### src/hw/dofs_pkg.sv
package dofs_pkg;

    // Point counts of the two module variants
    localparam int DOFS_POINTS_STD = 8;
    localparam int DOFS_POINTS_RED = 6;

    // Fail-safe choice per point
    typedef enum logic [1:0] {
        DOFS_FS_HOLD = 2'h0,
        DOFS_FS_RESET = 2'h1,
        DOFS_FS_SET = 2'h2
    } dofs_fs_type;

    // Settings of one output point
    typedef struct packed {
        logic sink_low_polarity;
        logic norm_closed;
        dofs_fs_type fail_mode;
    } dofs_cfg_type;

    // Value after reset: sourcing, normally open, reset output
    localparam dofs_cfg_type DOFS_CFG_RESET = '{
        sink_low_polarity: 1'h0,
        norm_closed: 1'h0,
        fail_mode: DOFS_FS_RESET
    };

    // Connection monitor states, one-hot
    typedef enum logic [2:0] {
        DOFS_ST_IDLE = 3'h1,
        DOFS_ST_RUN = 3'h2,
        DOFS_ST_LOST = 3'h4
    } dofs_link_state_type;

    // Connection loss counter
    localparam int DOFS_CNT_W = 8;
    localparam logic [DOFS_CNT_W-1:0] DOFS_CNT_RESET = 8'h00;
    localparam logic [DOFS_CNT_W-1:0] DOFS_CNT_MAX = 8'hFF;
    localparam logic [DOFS_CNT_W-1:0] DOFS_CNT_STEP = 8'h01;

endpackage

### src/hw/dofs_link_mon.sv
`timescale 1ns/1ps

module dofs_link_mon (
    // Clock and reset
    input wire logic ref_clk,
    input wire logic rst,
    // Connection present
    input wire logic link_up,
    // Connection state
    output wire logic link_idle,
    output wire logic link_run,
    output wire logic link_lost,
    output wire logic loss_event
);

    // Current and next state
    dofs_pkg::dofs_link_state_type state;
    dofs_pkg::dofs_link_state_type next_state;

    // Next state from the connection level
    always_comb begin
        next_state = state;
        case (state)
            // No connection seen since reset
            dofs_pkg::DOFS_ST_IDLE: begin
                if (link_up) begin
                    next_state = dofs_pkg::DOFS_ST_RUN;
                end
            end
            // Connection established
            dofs_pkg::DOFS_ST_RUN: begin
                if (!link_up) begin
                    next_state = dofs_pkg::DOFS_ST_LOST;
                end
            end
            // Connection dropped, wait for it to return
            dofs_pkg::DOFS_ST_LOST: begin
                if (link_up) begin
                    next_state = dofs_pkg::DOFS_ST_RUN;
                end
            end
            // Illegal code falls back to a safe start
            default: begin
                next_state = dofs_pkg::DOFS_ST_IDLE;
            end
        endcase
    end

    // State register
    always_ff @(posedge ref_clk or posedge rst) begin
        if (rst) begin
            state <= dofs_pkg::DOFS_ST_IDLE;
        end else begin
            state <= next_state;
        end
    end

    // Decoded state flags
    assign link_idle = (state == dofs_pkg::DOFS_ST_IDLE);
    assign link_run = (state == dofs_pkg::DOFS_ST_RUN);
    assign link_lost = (state == dofs_pkg::DOFS_ST_LOST);
    // One pulse in the cycle the loss is seen
    assign loss_event = link_run && !link_up;

endmodule

### src/hw/dofs_point.sv
`timescale 1ns/1ps

module dofs_point (
    // Clock and reset
    input wire logic ref_clk,
    input wire logic rst,
    // Settings and data
    input wire dofs_pkg::dofs_cfg_type cfg,
    input wire logic data_bit,
    // Substitution controls
    input wire logic fs_active,
    input wire logic force_off,
    // Field pin and status
    output logic pin_out,
    output logic pin_oe,
    output logic sig_on
);

    // Next values
    logic next_sig;
    logic next_pin_out;
    logic next_pin_oe;
    // Inverted data and fail-safe value
    logic logic_val;
    logic fs_val;

    // Inversion, substitution, then polarity mapping
    always_comb begin
        logic_val = cfg.norm_closed ? !data_bit : data_bit;
        case (cfg.fail_mode)
            dofs_pkg::DOFS_FS_HOLD: fs_val = sig_on;
            dofs_pkg::DOFS_FS_RESET: fs_val = 1'b0;
            dofs_pkg::DOFS_FS_SET: fs_val = 1'b1;
            // Unused code acts as the default reset choice
            default: fs_val = 1'b0;
        endcase
        if (force_off) begin
            next_sig = 1'b0;
        end else if (fs_active) begin
            next_sig = fs_val;
        end else begin
            next_sig = logic_val;
        end
        // Only the asserted state is driven; otherwise the pin floats
        next_pin_oe = next_sig;
        next_pin_out = next_sig && !cfg.sink_low_polarity;
    end

    // Output registers
    always_ff @(posedge ref_clk or posedge rst) begin
        if (rst) begin
            sig_on <= 1'b0;
            pin_out <= 1'b0;
            pin_oe <= 1'b0;
        end else begin
            sig_on <= next_sig;
            pin_out <= next_pin_out;
            pin_oe <= next_pin_oe;
        end
    end

endmodule

### src/hw/dofs_top.sv
`timescale 1ns/1ps

module dofs_top #(
    parameter int POINTS = dofs_pkg::DOFS_POINTS_STD
) (
    // Clock and reset
    input wire logic ref_clk,
    input wire logic rst,
    // Per-point settings
    input wire logic cfg_load,
    input wire dofs_pkg::dofs_cfg_type [POINTS-1:0] cfg_in,
    // Output data from the coupler
    input wire logic data_valid,
    input wire logic [POINTS-1:0] out_data,
    // Connection state from the coupler
    input wire logic link_up,
    input wire logic fault_mode_en,
    // Field pins
    output wire logic [POINTS-1:0] pin_out,
    output wire logic [POINTS-1:0] pin_oe,
    // Status
    output wire logic [POINTS-1:0] sig_on,
    output dofs_pkg::dofs_cfg_type [POINTS-1:0] cfg_cur,
    output wire logic link_lost,
    output logic failsafe_active,
    output logic [dofs_pkg::DOFS_CNT_W-1:0] loss_count
);

    // POINTS is 8 for the standard variant and 6 for the reduced one

    // Held settings, one entry per point
    dofs_pkg::dofs_cfg_type [POINTS-1:0] cfg_q;
    dofs_pkg::dofs_cfg_type [POINTS-1:0] next_cfg_q;

    // Latest accepted output data
    logic [POINTS-1:0] data_q;
    logic [POINTS-1:0] next_data_q;

    // Status registers
    logic next_failsafe_active;
    logic [dofs_pkg::DOFS_CNT_W-1:0] next_loss_count;

    // Connection monitor outputs
    logic link_idle;
    logic link_run;
    logic loss_event;

    // Fail-safe substitution request
    logic fs_now;

    // Connection monitor
    dofs_link_mon u_link_mon (
        .ref_clk(ref_clk),
        .rst(rst),
        .link_up(link_up),
        .link_idle(link_idle),
        .link_run(link_run),
        .link_lost(link_lost),
        .loss_event(loss_event)
    );

    // Substitution only when the coupler runs in fault mode
    assign fs_now = link_lost && fault_mode_en;

    // Settings load: every point takes its own entry
    always_comb begin
        next_cfg_q = cfg_q;
        if (cfg_load) begin
            next_cfg_q = cfg_in;
        end
    end

    // Settings register
    always_ff @(posedge ref_clk or posedge rst) begin
        if (rst) begin
            cfg_q <= {POINTS{dofs_pkg::DOFS_CFG_RESET}};
        end else begin
            cfg_q <= next_cfg_q;
        end
    end

    // Data is accepted only while connected; stale data is kept otherwise
    always_comb begin
        next_data_q = data_q;
        if (data_valid && link_run) begin
            next_data_q = out_data;
        end
    end

    // Data register
    always_ff @(posedge ref_clk or posedge rst) begin
        if (rst) begin
            data_q <= '0;
        end else begin
            data_q <= next_data_q;
        end
    end

    // Loss counter saturates so it never wraps back to zero
    always_comb begin
        next_loss_count = loss_count;
        if (loss_event && (loss_count != dofs_pkg::DOFS_CNT_MAX)) begin
            next_loss_count = loss_count + dofs_pkg::DOFS_CNT_STEP;
        end
        next_failsafe_active = fs_now;
    end

    // Status registers
    always_ff @(posedge ref_clk or posedge rst) begin
        if (rst) begin
            loss_count <= dofs_pkg::DOFS_CNT_RESET;
            failsafe_active <= 1'b0;
        end else begin
            loss_count <= next_loss_count;
            failsafe_active <= next_failsafe_active;
        end
    end

    // Settings readback straight from the held copy
    assign cfg_cur = cfg_q;

    // One conditioning stage per point
    genvar gi;
    generate
        for (gi = 0; gi < POINTS; gi = gi + 1) begin : g_point
            dofs_point u_point (
                .ref_clk(ref_clk),
                .rst(rst),
                .cfg(cfg_q[gi]),
                .data_bit(data_q[gi]),
                .fs_active(fs_now),
                .force_off(link_idle),
                .pin_out(pin_out[gi]),
                .pin_oe(pin_oe[gi]),
                .sig_on(sig_on[gi])
            );
        end
    endgenerate

    generate
        for (gi = 0; gi < POINTS; gi = gi + 1) begin : g_chk

        end
    endgenerate
endmodule

### config.mk
export PLATFORM = sky130hd
export DESIGN_NAME = dofs_top
export DESIGN_NICKNAME = d
export VERILOG_FILES = /design/src/hw/dofs_pkg.sv /design/src/hw/dofs_link_mon.sv /design/src/hw/dofs_point.sv /design/src/hw/dofs_top.sv
export SDC_FILE = /design/constraint.sdc
export NUM_CORES = 1
export LEC_CHECK = 0
export BUFFER_PORTS_ARGS = -buffer_cell sky130_fd_sc_hd__clkbuf_2
export CORE_ASPECT_RATIO = 1.1
export CORE_MARGIN = 1
export CORE_UTILIZATION = 44
export CTS_CLUSTER_DIAMETER = 80
export DETAILED_ROUTE_END_ITERATION = 7
export GPL_ROUTABILITY_DRIVEN = 0
export PLACE_DENSITY = 0.76
export SLEW_MARGIN = 20
export SYNTH_ARGS = -nofsm -noshare
export SYNTH_HDL_FRONTEND = slang
export SYNTH_SLANG_ARGS = --single-unit
### constraint.sdc
create_clock -name ref_clk -period 2.2 [get_ports ref_clk]
set_clock_uncertainty 0.2 [all_clocks]
set_input_delay 0.22 -clock ref_clk [delete_from_list [all_inputs] [get_ports ref_clk]]
set_output_delay 0.22 -clock ref_clk [all_outputs]
set_load 0.005 [all_outputs]
==> results of run 1 <==
## routing by layer
metal  wire (um)  GRT usage  up-vias
met5           0          0        -
met4          92     0.0893        0
li1            -          -     1028
met3         255     0.0361        9
met2        3510      0.368       62
met1        2620      0.218     1043
## logic make-up after synthesis
family,share of synthesized area
XOR/XNOR,0.0351
buffers and inverters,0.0741
flip-flops,0.573
AND/OR/NAND/NOR,0.0807
multiplexers,0.188
AO/OA/AOI/OAI,0.0448
adder cells (fa/ha/maj),0.00418
## final cells by class
class | instances | area (um^2)
clock inverter | 3 | 15.0
timing repair buffer | 159 | 1030
clock buffer | 12 | 135
multi-input combinational | 120 | 1060
fill | 543 | 2530
sequential | 68 | 1710
inverter | 3 | 11.3
tap | 82 | 103
## through the flow
stage	instances	hold WS, ns	instance area, um^2	setup WS, ns
5_1_grt	447	0.277	4070	0.105
4_1_cts	447	0.240	4070	0.239
2_1_floorplan	222	0.0722	2990	0.0834
6_report	447	0.255	4070	0.223
3_5_place_dp	390	0.114	3500	0.329
3_3_place_gp	390	0.102	3500	0.361
## flip-flops by register name, summed over array words and instances, names as in the netlist
name and flops:
cfg_cur 32, data_q 8, g_point.u_point.pin_oe 8, g_point.u_point.pin_out 8, loss_count 8, u_link_mon.state 3
failsafe_active 1
## synthesized netlist by cell type
| cell | number | area, um^2 |
|---|---|---|
| nor3b_2 | 1 | 12.5 |
| xnor2_1 | 12 | 105 |
| buf_4 | 24 | 180 |
| nor2b_1 | 2 | 12.5 |
| nor4b_4 | 1 | 23.8 |
| clkbuf_2 | 1 | 5.00 |
| buf_1 | 3 | 11.3 |
| inv_1 | 3 | 11.3 |
| nand4bb_1 | 1 | 11.3 |
| nor3_1 | 8 | 40.0 |
| clkbuf_1 | 1 | 3.75 |
| nand2b_1 | 2 | 12.5 |
| o21ai_2 | 1 | 8.76 |
| and3_1 | 2 | 12.5 |
| a41oi_1 | 1 | 8.76 |
| nor2_1 | 12 | 45.0 |
| a31oi_1 | 1 | 6.26 |
| o2111a_1 | 2 | 22.5 |
| mux2_1 | 2 | 22.5 |
| dfstp_2 | 9 | 236 |
| o21a_1 | 1 | 7.51 |
| and4_1 | 1 | 8.76 |
| dfrtp_1 | 59 | 1480 |
| nand3_1 | 3 | 15.0 |
| mux2_2 | 48 | 541 |
| buf_2 | 2 | 10.0 |
| nand4_1 | 3 | 18.8 |
| ha_1 | 1 | 12.5 |
| o21bai_1 | 8 | 60.1 |
| a21oi_1 | 4 | 20.0 |
| and2_1 | 1 | 6.26 |
| nor3b_4 | 1 | 18.8 |
| nand2_1 | 1 | 3.75 |
## power by group through the flow
stage / sequential (mW) / combinational [mW] / clock, mW
after floorplan: 1.76 / 0.873 / 0
after global placement: 1.81 / 1.04 / 0
after detailed placement: 1.83 / 1.06 / 0
after CTS: 1.81 / 1.12 / 0.851
after global routing: 1.84 / 1.24 / 0.900
final: 1.80 / 1.11 / 0.821
## critical path: stages
cell and delay [ns]:
dlygate4sd3_1 0.53, clkbuf_2 0.15, nor4b_4 0.57, nand4_1 0.18, mux2_1 0.33
## worst max path at each step
stage | startpoint | endpoint | depth (start not counted) | slack [ns]
floorplan | rst | cfg_cur[10]$_DFFE_PP0P_ | 1 | 0.08
global placement | u_link_mon.state[0]$_DFFE_PP1P_ | g_point[7].u_point.pin_out$_DFF_PP0_ | 4 | 0.36
detailed placement | u_link_mon.state[0]$_DFFE_PP1P_ | g_point[6].u_point.pin_out$_DFF_PP0_ | 4 | 0.33
CTS | link_up | loss_count[5]$_DFFE_PP0P_ | 5 | 0.24
global route | link_up | loss_count[5]$_DFFE_PP0P_ | 5 | 0.11
finish | link_up | loss_count[5]$_DFFE_PP0P_ | 5 | 0.22
## timing repair
item,in CTS,in global routing
endpoints found under the hold margin,102,0
endpoints found under the setup margin,0,0
hold buffers,42,0
==> impl_metrics.ini, run 1 <==
[setup_path]
critPathArrivalTime_ns = 1.99
cp_max_fo = 10
r2r_start = u_link_mon.state[0]$_DFFE_PP1P_
critPathCaptureType = flop
r2r.worst_path.cells = 4
reg2reg_slack_ns = 0.31
timing.rr.end = g_point[5].u_point.pin_out$_DFF_PP0_
critPathKind = in2reg
cp-start-kind = primary input
crit_required_ns = 2.21

[placed_design]
port_buffers = 111
hpwl_um = 4210

[clock_network]
clk_pin_slew_ns = 0.07
cts_root_buf = clkbuf_8
cts_buffers = 9
htreeDepth = 3
cts_setup_buffers = 0
clock_latency_ns = 0.32
cts_sinks = 68
cts_tree = built
clock_path_buffers = 2
ctsResizeCount = 0

[floorplanning]
die_w_um = 80.6
dieHeight_um = 88.5
ios = 112
initial_core_util = 0.454
core_um2 = 6590
rows = 31
fp.dieArea_um2 = 7130

[routing]
vias_per_cell = 4.79
drt_iter0_markers = 44
drtAntennaViolNets = 0
vias = 2142
detail_route.wl_per_cell_um = 14.5
wl_um = 6480
drc = 0
drt-pass1-iter-count = 3

[synthesis]
synthesis.nets = 269
ys_ff_latch = 68
avgSynthCellArea_um2 = 13.5
synth_area_um2 = 2990
synth_cell_types = 33
yosys_warnings = 0
synthCells = 222
yosysSeqAreaShare = 0.573

[pwr]
power.switching_mw = 1.13
combinationalPowerShare = 0.297
power_density_nw_per_um2 = 918
max-vdd-ir-drop_mv = 0.508
internal_power_mw = 2.60
swShare = 0.303
p_leak_nw = 1.96
power_mw = 3.73
pwr-share-seq = 0.483
clkPwrFrac = 0.220

[run]
cap_violations = 0

[sta]
rsz0062_at_grt = no
finalHoldViolations = 0
fmax_ghz = 0.506
drv_slew = 0
min_period_over_period = 0.899
relSlewSlack = 0.619
finalSetupViolCount = 0
period_minus_slack_ns = 1.98
tightest_slew_ns = 0.569
finalSetupTns_ns = 0

[grt]
grt_max_degree = 69
track_usage = 0.198
antenna_found_initial = 0
grt_pass1_wl_um = 10300
overflow = 0
grt_pass1_vias = 2201

[cells_and_area]
fin_util = 0.617
fin_nets = 408
diodes = 0
final_common_cell = clkbuf_2
layout_common_cells = clkbuf_2 (111), dfrtp_1 (59), mux2_2 (48)
syn2layout_area_growth_pct = 36.0
drive_above_1_share = 0.523

[worst_hold_path]
hold_end = g_point[0].u_point.pin_oe$_DFF_PP0_
whs_path_depth = 4
min_path_type = in2reg
min_from = fault_mode_en

[status]
outcome = complete, no violations
Note: power is estimated with default switching activity, not from simulation.
==> inputs of run 2 (changes only) <==
--- a/config.mk
+++ b/config.mk
@@ -5,7 +5,7 @@
 export SDC_FILE = /design/constraint.sdc
 export NUM_CORES = 1
 export LEC_CHECK = 0
-export BUFFER_PORTS_ARGS = -buffer_cell sky130_fd_sc_hd__clkbuf_2
+export BUFFER_PORTS_ARGS = -buffer_cell sky130_fd_sc_hd__buf_2
 export CORE_ASPECT_RATIO = 1.1
 export CORE_MARGIN = 1
 export CORE_UTILIZATION = 44
@@ -16,4 +16,5 @@
 export SLEW_MARGIN = 20
 export SYNTH_ARGS = -nofsm -noshare
 export SYNTH_HDL_FRONTEND = slang
+export SYNTH_HIERARCHICAL = 1
 export SYNTH_SLANG_ARGS = --single-unit
==> run 2 against run 1 <==
Effect of this change:
- cell count up 4.7%
- power increased by 8.7%
- non-clock buffer count is 2 lower
- final area up 4.5%
- wire length grew 4.4%
- count of clock-buffer cells in the layout stayed put
- clock power is 36% higher
- sequential share of layout area down 1.8 points
==> impl_metrics.ini, run 2 <==
[placed_design]
port_buffers = 111
dp_cells = 410
placed_area_um2 = 3610
hpwl_um = 4480

[clock_network]
cts_setup_buffers = 0
cts_root_buf = clkbuf_8
hold_buffers = 42
cts_tree = built
clk_pin_slew_ns = 0.07
cts_buffers = 9
ctsResizeCount = 0
htreeDepth = 3
clock_latency_ns = 0.33
clock_path_buffers = 2
cts_sinks = 68

[synthesis]
yosys_warnings = 6
ys_ff_latch = 68
synthCells = 225
synth.most_common_cell = dfrtp_1
synth-edff-count = 0
synthesis.nets = 272
synth_cell_types = 31
yosysTopAreaCellShare = 0.493
avgSynthCellArea_um2 = 13.3
async_reset_ff_frac = 1.00
synthTopCellsByCount = dfrtp_1 (59), mux2_2 (39), buf_4 (11)
yosysSeqAreaShare = 0.572
yosysTopAreaCell = dfrtp_1
synth_area_um2 = 3000
synthTopCellsByArea = dfrtp_1 (49%), mux2_2 (15%), dfstp_2 (7.9%)
yosys_most_used_dff = dfrtp_1

[routing]
drc = 0
drt-pass1-iter-count = 4
drt_iter0_markers = 37
vias = 2377
wl_um = 6770
detail_route.wl_per_cell_um = 14.5
drtAntennaViolNets = 0
vias_per_cell = 5.08

[sta]
finalSetupTns_ns = 0
period_minus_slack_ns = 1.97
finalHoldViolations = 0
rsz0062_at_grt = no
tightest_slew_ns = 0.642
fmax_ghz = 0.507
drv_slew = 0
min_period_over_period = 0.897
relSlewSlack = 0.572
finalSetupViolCount = 0

[grt]
grt_max_degree = 33
overflow = 0
track_usage = 0.200
grt_pass1_wl_um = 10400
grt_pass1_vias = 2277
antenna_found_initial = 0

[setup_path]
crit_slowest_cell = or4b_1
crit_required_ns = 2.23
crit_chain = nor2b_1 -> and2b_1 -> or4b_1 -> o32ai_1
crit_start = u_link_mon/state[0]$_DFFE_PP1P_
critPathArrivalTime_ns = 2.00
cp-start-kind = flop
critPathCaptureType = flop
critPathKind = reg2reg
r2r_start = u_link_mon/state[0]$_DFFE_PP1P_
slowest_delay_ns = 0.60
cp_max_fo = 24

[cells_and_area]
layout_common_cells = buf_2 (111), dfrtp_1 (59), dlygate4sd3_1 (42)
final_cells = 468
drive_above_1_share = 0.513
syn2layout_area_growth_pct = 41.8
largest_register_ffs = 32
fin_area_um2 = 4250
fin_nets = 428
final_common_cell = buf_2
diodes = 0
fillCellCount = 530

[pwr]
p_leak_nw = 2.05
power_density_nw_per_um2 = 955
max-vdd-ir-drop_mv = 0.609

[floorplanning]
die_w_um = 80.7
dieHeight_um = 88.6
fp.dieArea_um2 = 7150
ios = 112
rows = 31
core_um2 = 6590
initial_core_util = 0.454

[worst_hold_path]
min_from = fault_mode_en
min_path_type = in2reg

[run]
cap_violations = 0

[status]
outcome = complete, no violations
==> run 2: cell types whose count changed in the layout (fill, tap and decap cells not counted), sizes merged, moves of 3 or more <==
| cell | delta |
|---|---|
| clkbuf | -111 |
| buf | +109 |
| mux2 | -8 |
| o21bai | -8 |
| o22ai | +8 |
| o32ai | +8 |
| or2 | +8 |
| or3b | +8 |
| or4b | +8 |
| inv | +7 |
| nor3 | -6 |
| xor2 | +5 |
| nor2 | -4 |
| nand2 | +3 |
==> run 2: area by class of cell <==
| cell class | instances | area (um^2) | area share |
|---|---|---|---|
| clock buffer | 12 | 145 | 0.0342 |
| multi-input combinational | 135 | 1160 | 0.273 |
| timing repair buffer | 157 | 1020 | 0.240 |
| clock inverter | 4 | 72.6 | 0.0171 |
| inverter | 10 | 37.5 | 0.00883 |
| sequential | 68 | 1710 | 0.403 |
| tap | 82 | 103 | 0.0241 |
==> run 2: worst paths after layout <==
kind,endpoint,slack [ns],depth (start not counted)
max,g_point[1].u_point/pin_out$_DFF_PP0_,0.23,4
min,failsafe_active$_DFF_PP0_,0.13,3
max reg2reg,g_point[1].u_point/pin_out$_DFF_PP0_,0.23,4
min reg2reg,loss_count[0]$_DFFE_PP0P_,0.32,1
max in group asynchronous,cfg_cur[28]$_DFFE_PP1P_,0.80,4
min in group asynchronous,g_point[6].u_point/sig_on$_DFF_PP0_,0.20,3
==> run 2: cells by family (layout without fill, tap and decap cells) <==
| family | Yosys count | after routing | synth area share |
|---|---|---|---|
| muxes | 42 | 42 | 0.158 |
| and+or+nand+nor | 53 | 53 | 0.122 |
| adders and majority gates | 1 | 1 | 0.00417 |
| AOI/OAI and AO/OA | 24 | 24 | 0.0593 |
| DFF | 68 | 68 | 0.572 |
| buffers and inverters | 22 | 183 | 0.0413 |
| xor gates and xnor gates | 15 | 15 | 0.0438 |
==> run 2: where the power goes <==
part	internal [mW]	total, mW	switching, mW
registers	1.56	1.79	0.224
clock network	0.669	1.12	0.448
logic	0.637	1.15	0.517
total	2.87	4.06	1.19
==> run 2: metal layers <==
metal  wire length, um  vias to the layer above  track usage
li1                  -                     1117            -
met1              2690                     1178        0.214
met2              3650                       72        0.364
met3               313                       10       0.0577
met4               116                        0       0.0909
met5                 0                        -            0
==> run 2: per-stage QoR <==
stage / util / total power [mW] / hold slack [ns] / worst slack [ns]
5_1_grt: 0.644 / 4.32 / 0.134 / 0.0818
4_1_cts: 0.644 / 4.10 / 0.111 / 0.214
2_1_floorplan: - / 2.53 / -0.239 / 0.242
3_5_place_dp: 0.548 / 2.91 / 0.00363 / 0.221
3_3_place_gp: 0.548 / 2.85 / 0.00163 / 0.316
6_report: 0.644 / 4.06 / 0.126 / 0.226
==> run 2: worst max-delay path: cells and delay by family, from the launching register on <==
kind / cells / cell delay [ns]
and+or+nand+nor: 3 / 1.14
DFF: 1 / 0.40
AOI/OAI and AO/OA: 1 / 0.14
==> inputs of run 3 (changes only) <==
==> constraint.sdc (replaced) <==
create_clock -name ref_clk -period 2.2 [get_ports ref_clk]
set_clock_uncertainty 0.2 [all_clocks]
set_input_delay 0.55 -clock ref_clk [delete_from_list [all_inputs] [get_ports ref_clk]]
set_output_delay 0.55 -clock ref_clk [all_outputs]
set_load 0.005 [all_outputs]
==> run 3 against run 2 <==
Effect of this change:
- register-to-register slack lost 0.02 ns
- non-clock buffer count shrank 40
- clock power shrank 24%
- critical path type unchanged
- cell count shrank 8.8%
- via count shrank 8.6%
- count of clock-buffer cells in the layout grew 3
- combinational power shrank 3%
- largest cell class unchanged
- highest routed layer unchanged
==> impl_metrics.ini, run 3 (same netlist as run 2, synthesis figures left out) <==
[status]
outcome = complete, no violations

[pwr]
power_density_nw_per_um2 = 987
p_leak_nw = 1.86
max-vdd-ir-drop_mv = 0.562
power_mw = 3.75

[routing]
drt_iter0_markers = 40
drtAntennaViolNets = 0
vias_per_cell = 5.09
detail_route.wl_per_cell_um = 15.0
vias = 2172
wl_um = 6400
drt-pass1-iter-count = 4
drc = 0

[grt]
antenna_found_initial = 0
use_met2 = 0.318
track_usage = 0.187
met1_usage = 0.217
grt-busiest-layer = met2
overflow = 0
grt_pass1_wl_um = 9810
grt_max_degree = 25
grt_pass1_vias = 2105
use_met3 = 0.0629

[setup_path]
r2r_start = u_link_mon/state[2]$_DFFE_PP0P_
path_delay_family = simple AND/OR/NAND/NOR gates
critPathCaptureType = flop
reg2reg_slack_ns = 0.20
critPathKind = reg2reg
crit_chain = nor3b_2 -> and2_1 -> buf_4 -> or4b_1 -> o32ai_1
crit_required_ns = 2.22
cp-start-kind = flop
critPathArrivalTime_ns = 2.02
cp_num_buf_inv = 1
cp_max_fo = 16
r2r.worst_path.cells = 5
slowest_delay_ns = 0.45
crit_slowest_cell = or4b_1
timing.rr.end = g_point[3].u_point/pin_out$_DFF_PP0_

[cells_and_area]
drive_above_1_share = 0.565
fin_nets = 388
final_common_cell = buf_2
syn2layout_area_growth_pct = 26.7
layout_common_cells = buf_2 (111), dfrtp_1 (59), mux2_2 (39)
largest_register_ffs = 32
diodes = 0

[floorplanning]
core_um2 = 6590
die_w_um = 80.7
dieHeight_um = 88.6
initial_core_util = 0.454
fp.dieArea_um2 = 7150
rows = 31
ios = 112

[clock_network]
cts_setup_buffers = 0
clock_latency_ns = 0.33
ctsResizeCount = 0
cts_buffers = 9
cts_tree = built
cts_root_buf = clkbuf_8
htreeDepth = 3
clock_path_buffers = 2
clk_pin_slew_ns = 0.07
cts_sinks = 68
hold_buffers = 1

[run]
cap_violations = 0

[sta]
relSlewSlack = 0.595
drv_slew = 0
finalSetupTns_ns = 0
period_minus_slack_ns = 2.00
finalHoldViolations = 0
rsz0062_at_grt = no
fmax_ghz = 0.501
min_period_over_period = 0.908
finalSetupViolCount = 0
tightest_slew_ns = 0.608

[placed_design]
hpwl_um = 4730
port_buffers = 111

[worst_hold_path]
min_from = link_up
whs_path_depth = 2
min_path_type = in2reg
hold_end = u_link_mon/state[2]$_DFFE_PP0P_
-- run 3: cell count changes in the layout (fill, tap and decap cells not counted) --
| cell | change |
|---|---|
| clkinv_2 | -1 |
| bufinv_16 | -2 |
| buf_12 | +1 |
| clkbuf_1 | +3 |
| clkinvlp_4 | -1 |
| dlygate4sd3_1 | -41 |
-- run 3: per-layer routing --
metal	vias to the layer above	wire (um)
met5	-	0
met4	0	104
met3	10	392
met2	78	3240
met1	1047	2670
li1	1037	-
-- run 3: how the worst max path moves through the flow --
stage	cells past startpoint	slack, ns	endpoint	from
2_1_floorplan	4	0.24	g_point[0].u_point/sig_on$_DFF_PP0_	u_link_mon/state[1]$_DFFE_PP0P_
3_3_place_gp	5	0.30	loss_count[6]$_DFFE_PP0P_	link_up
3_5_place_dp	5	0.21	g_point[3].u_point/pin_out$_DFF_PP0_	u_link_mon/state[2]$_DFFE_PP0P_
4_1_cts	5	0.18	g_point[3].u_point/pin_out$_DFF_PP0_	u_link_mon/state[2]$_DFFE_PP0P_
5_1_grt	5	0.02	g_point[3].u_point/pin_out$_DFF_PP0_	u_link_mon/state[2]$_DFFE_PP0P_
6_report	5	0.20	g_point[3].u_point/pin_out$_DFF_PP0_	u_link_mon/state[2]$_DFFE_PP0P_
-- run 3: final cells by class --
cell class              instances  area, um^2
flip-flops and latches         68        1710
repair buffers                117         628
well taps                      82         103
clock buffers                  15         156
multi-input cells             135        1160
fillers                       580        2800
inverters                      10        37.5
-- run 3: report_power, final --
| group | total (mW) | switching (mW) | leakage (nW) | internal [mW] |
|---|---|---|---|---|
| clock | 0.851 | 0.414 | 0.0778 | 0.437 |
| sequential | 1.79 | 0.223 | 0.830 | 1.56 |
| combinational | 1.11 | 0.516 | 0.951 | 0.594 |
| total | 3.75 | 1.15 | 1.86 | 2.59 |
-- run 3: stage by stage --
step                      instances  cell area, um^2  setup WS [ns]  utilization  hold slack, ns
final                           427             3800          0.203        0.576           0.213
after global routing            427             3800         0.0232        0.576           0.206
after CTS                       427             3800          0.178        0.576           0.200
after detailed placement        411             3630          0.206        0.551           0.316
after global placement          411             3630          0.298        0.551           0.297
after floorplan                 225             3000          0.242            -          0.0912
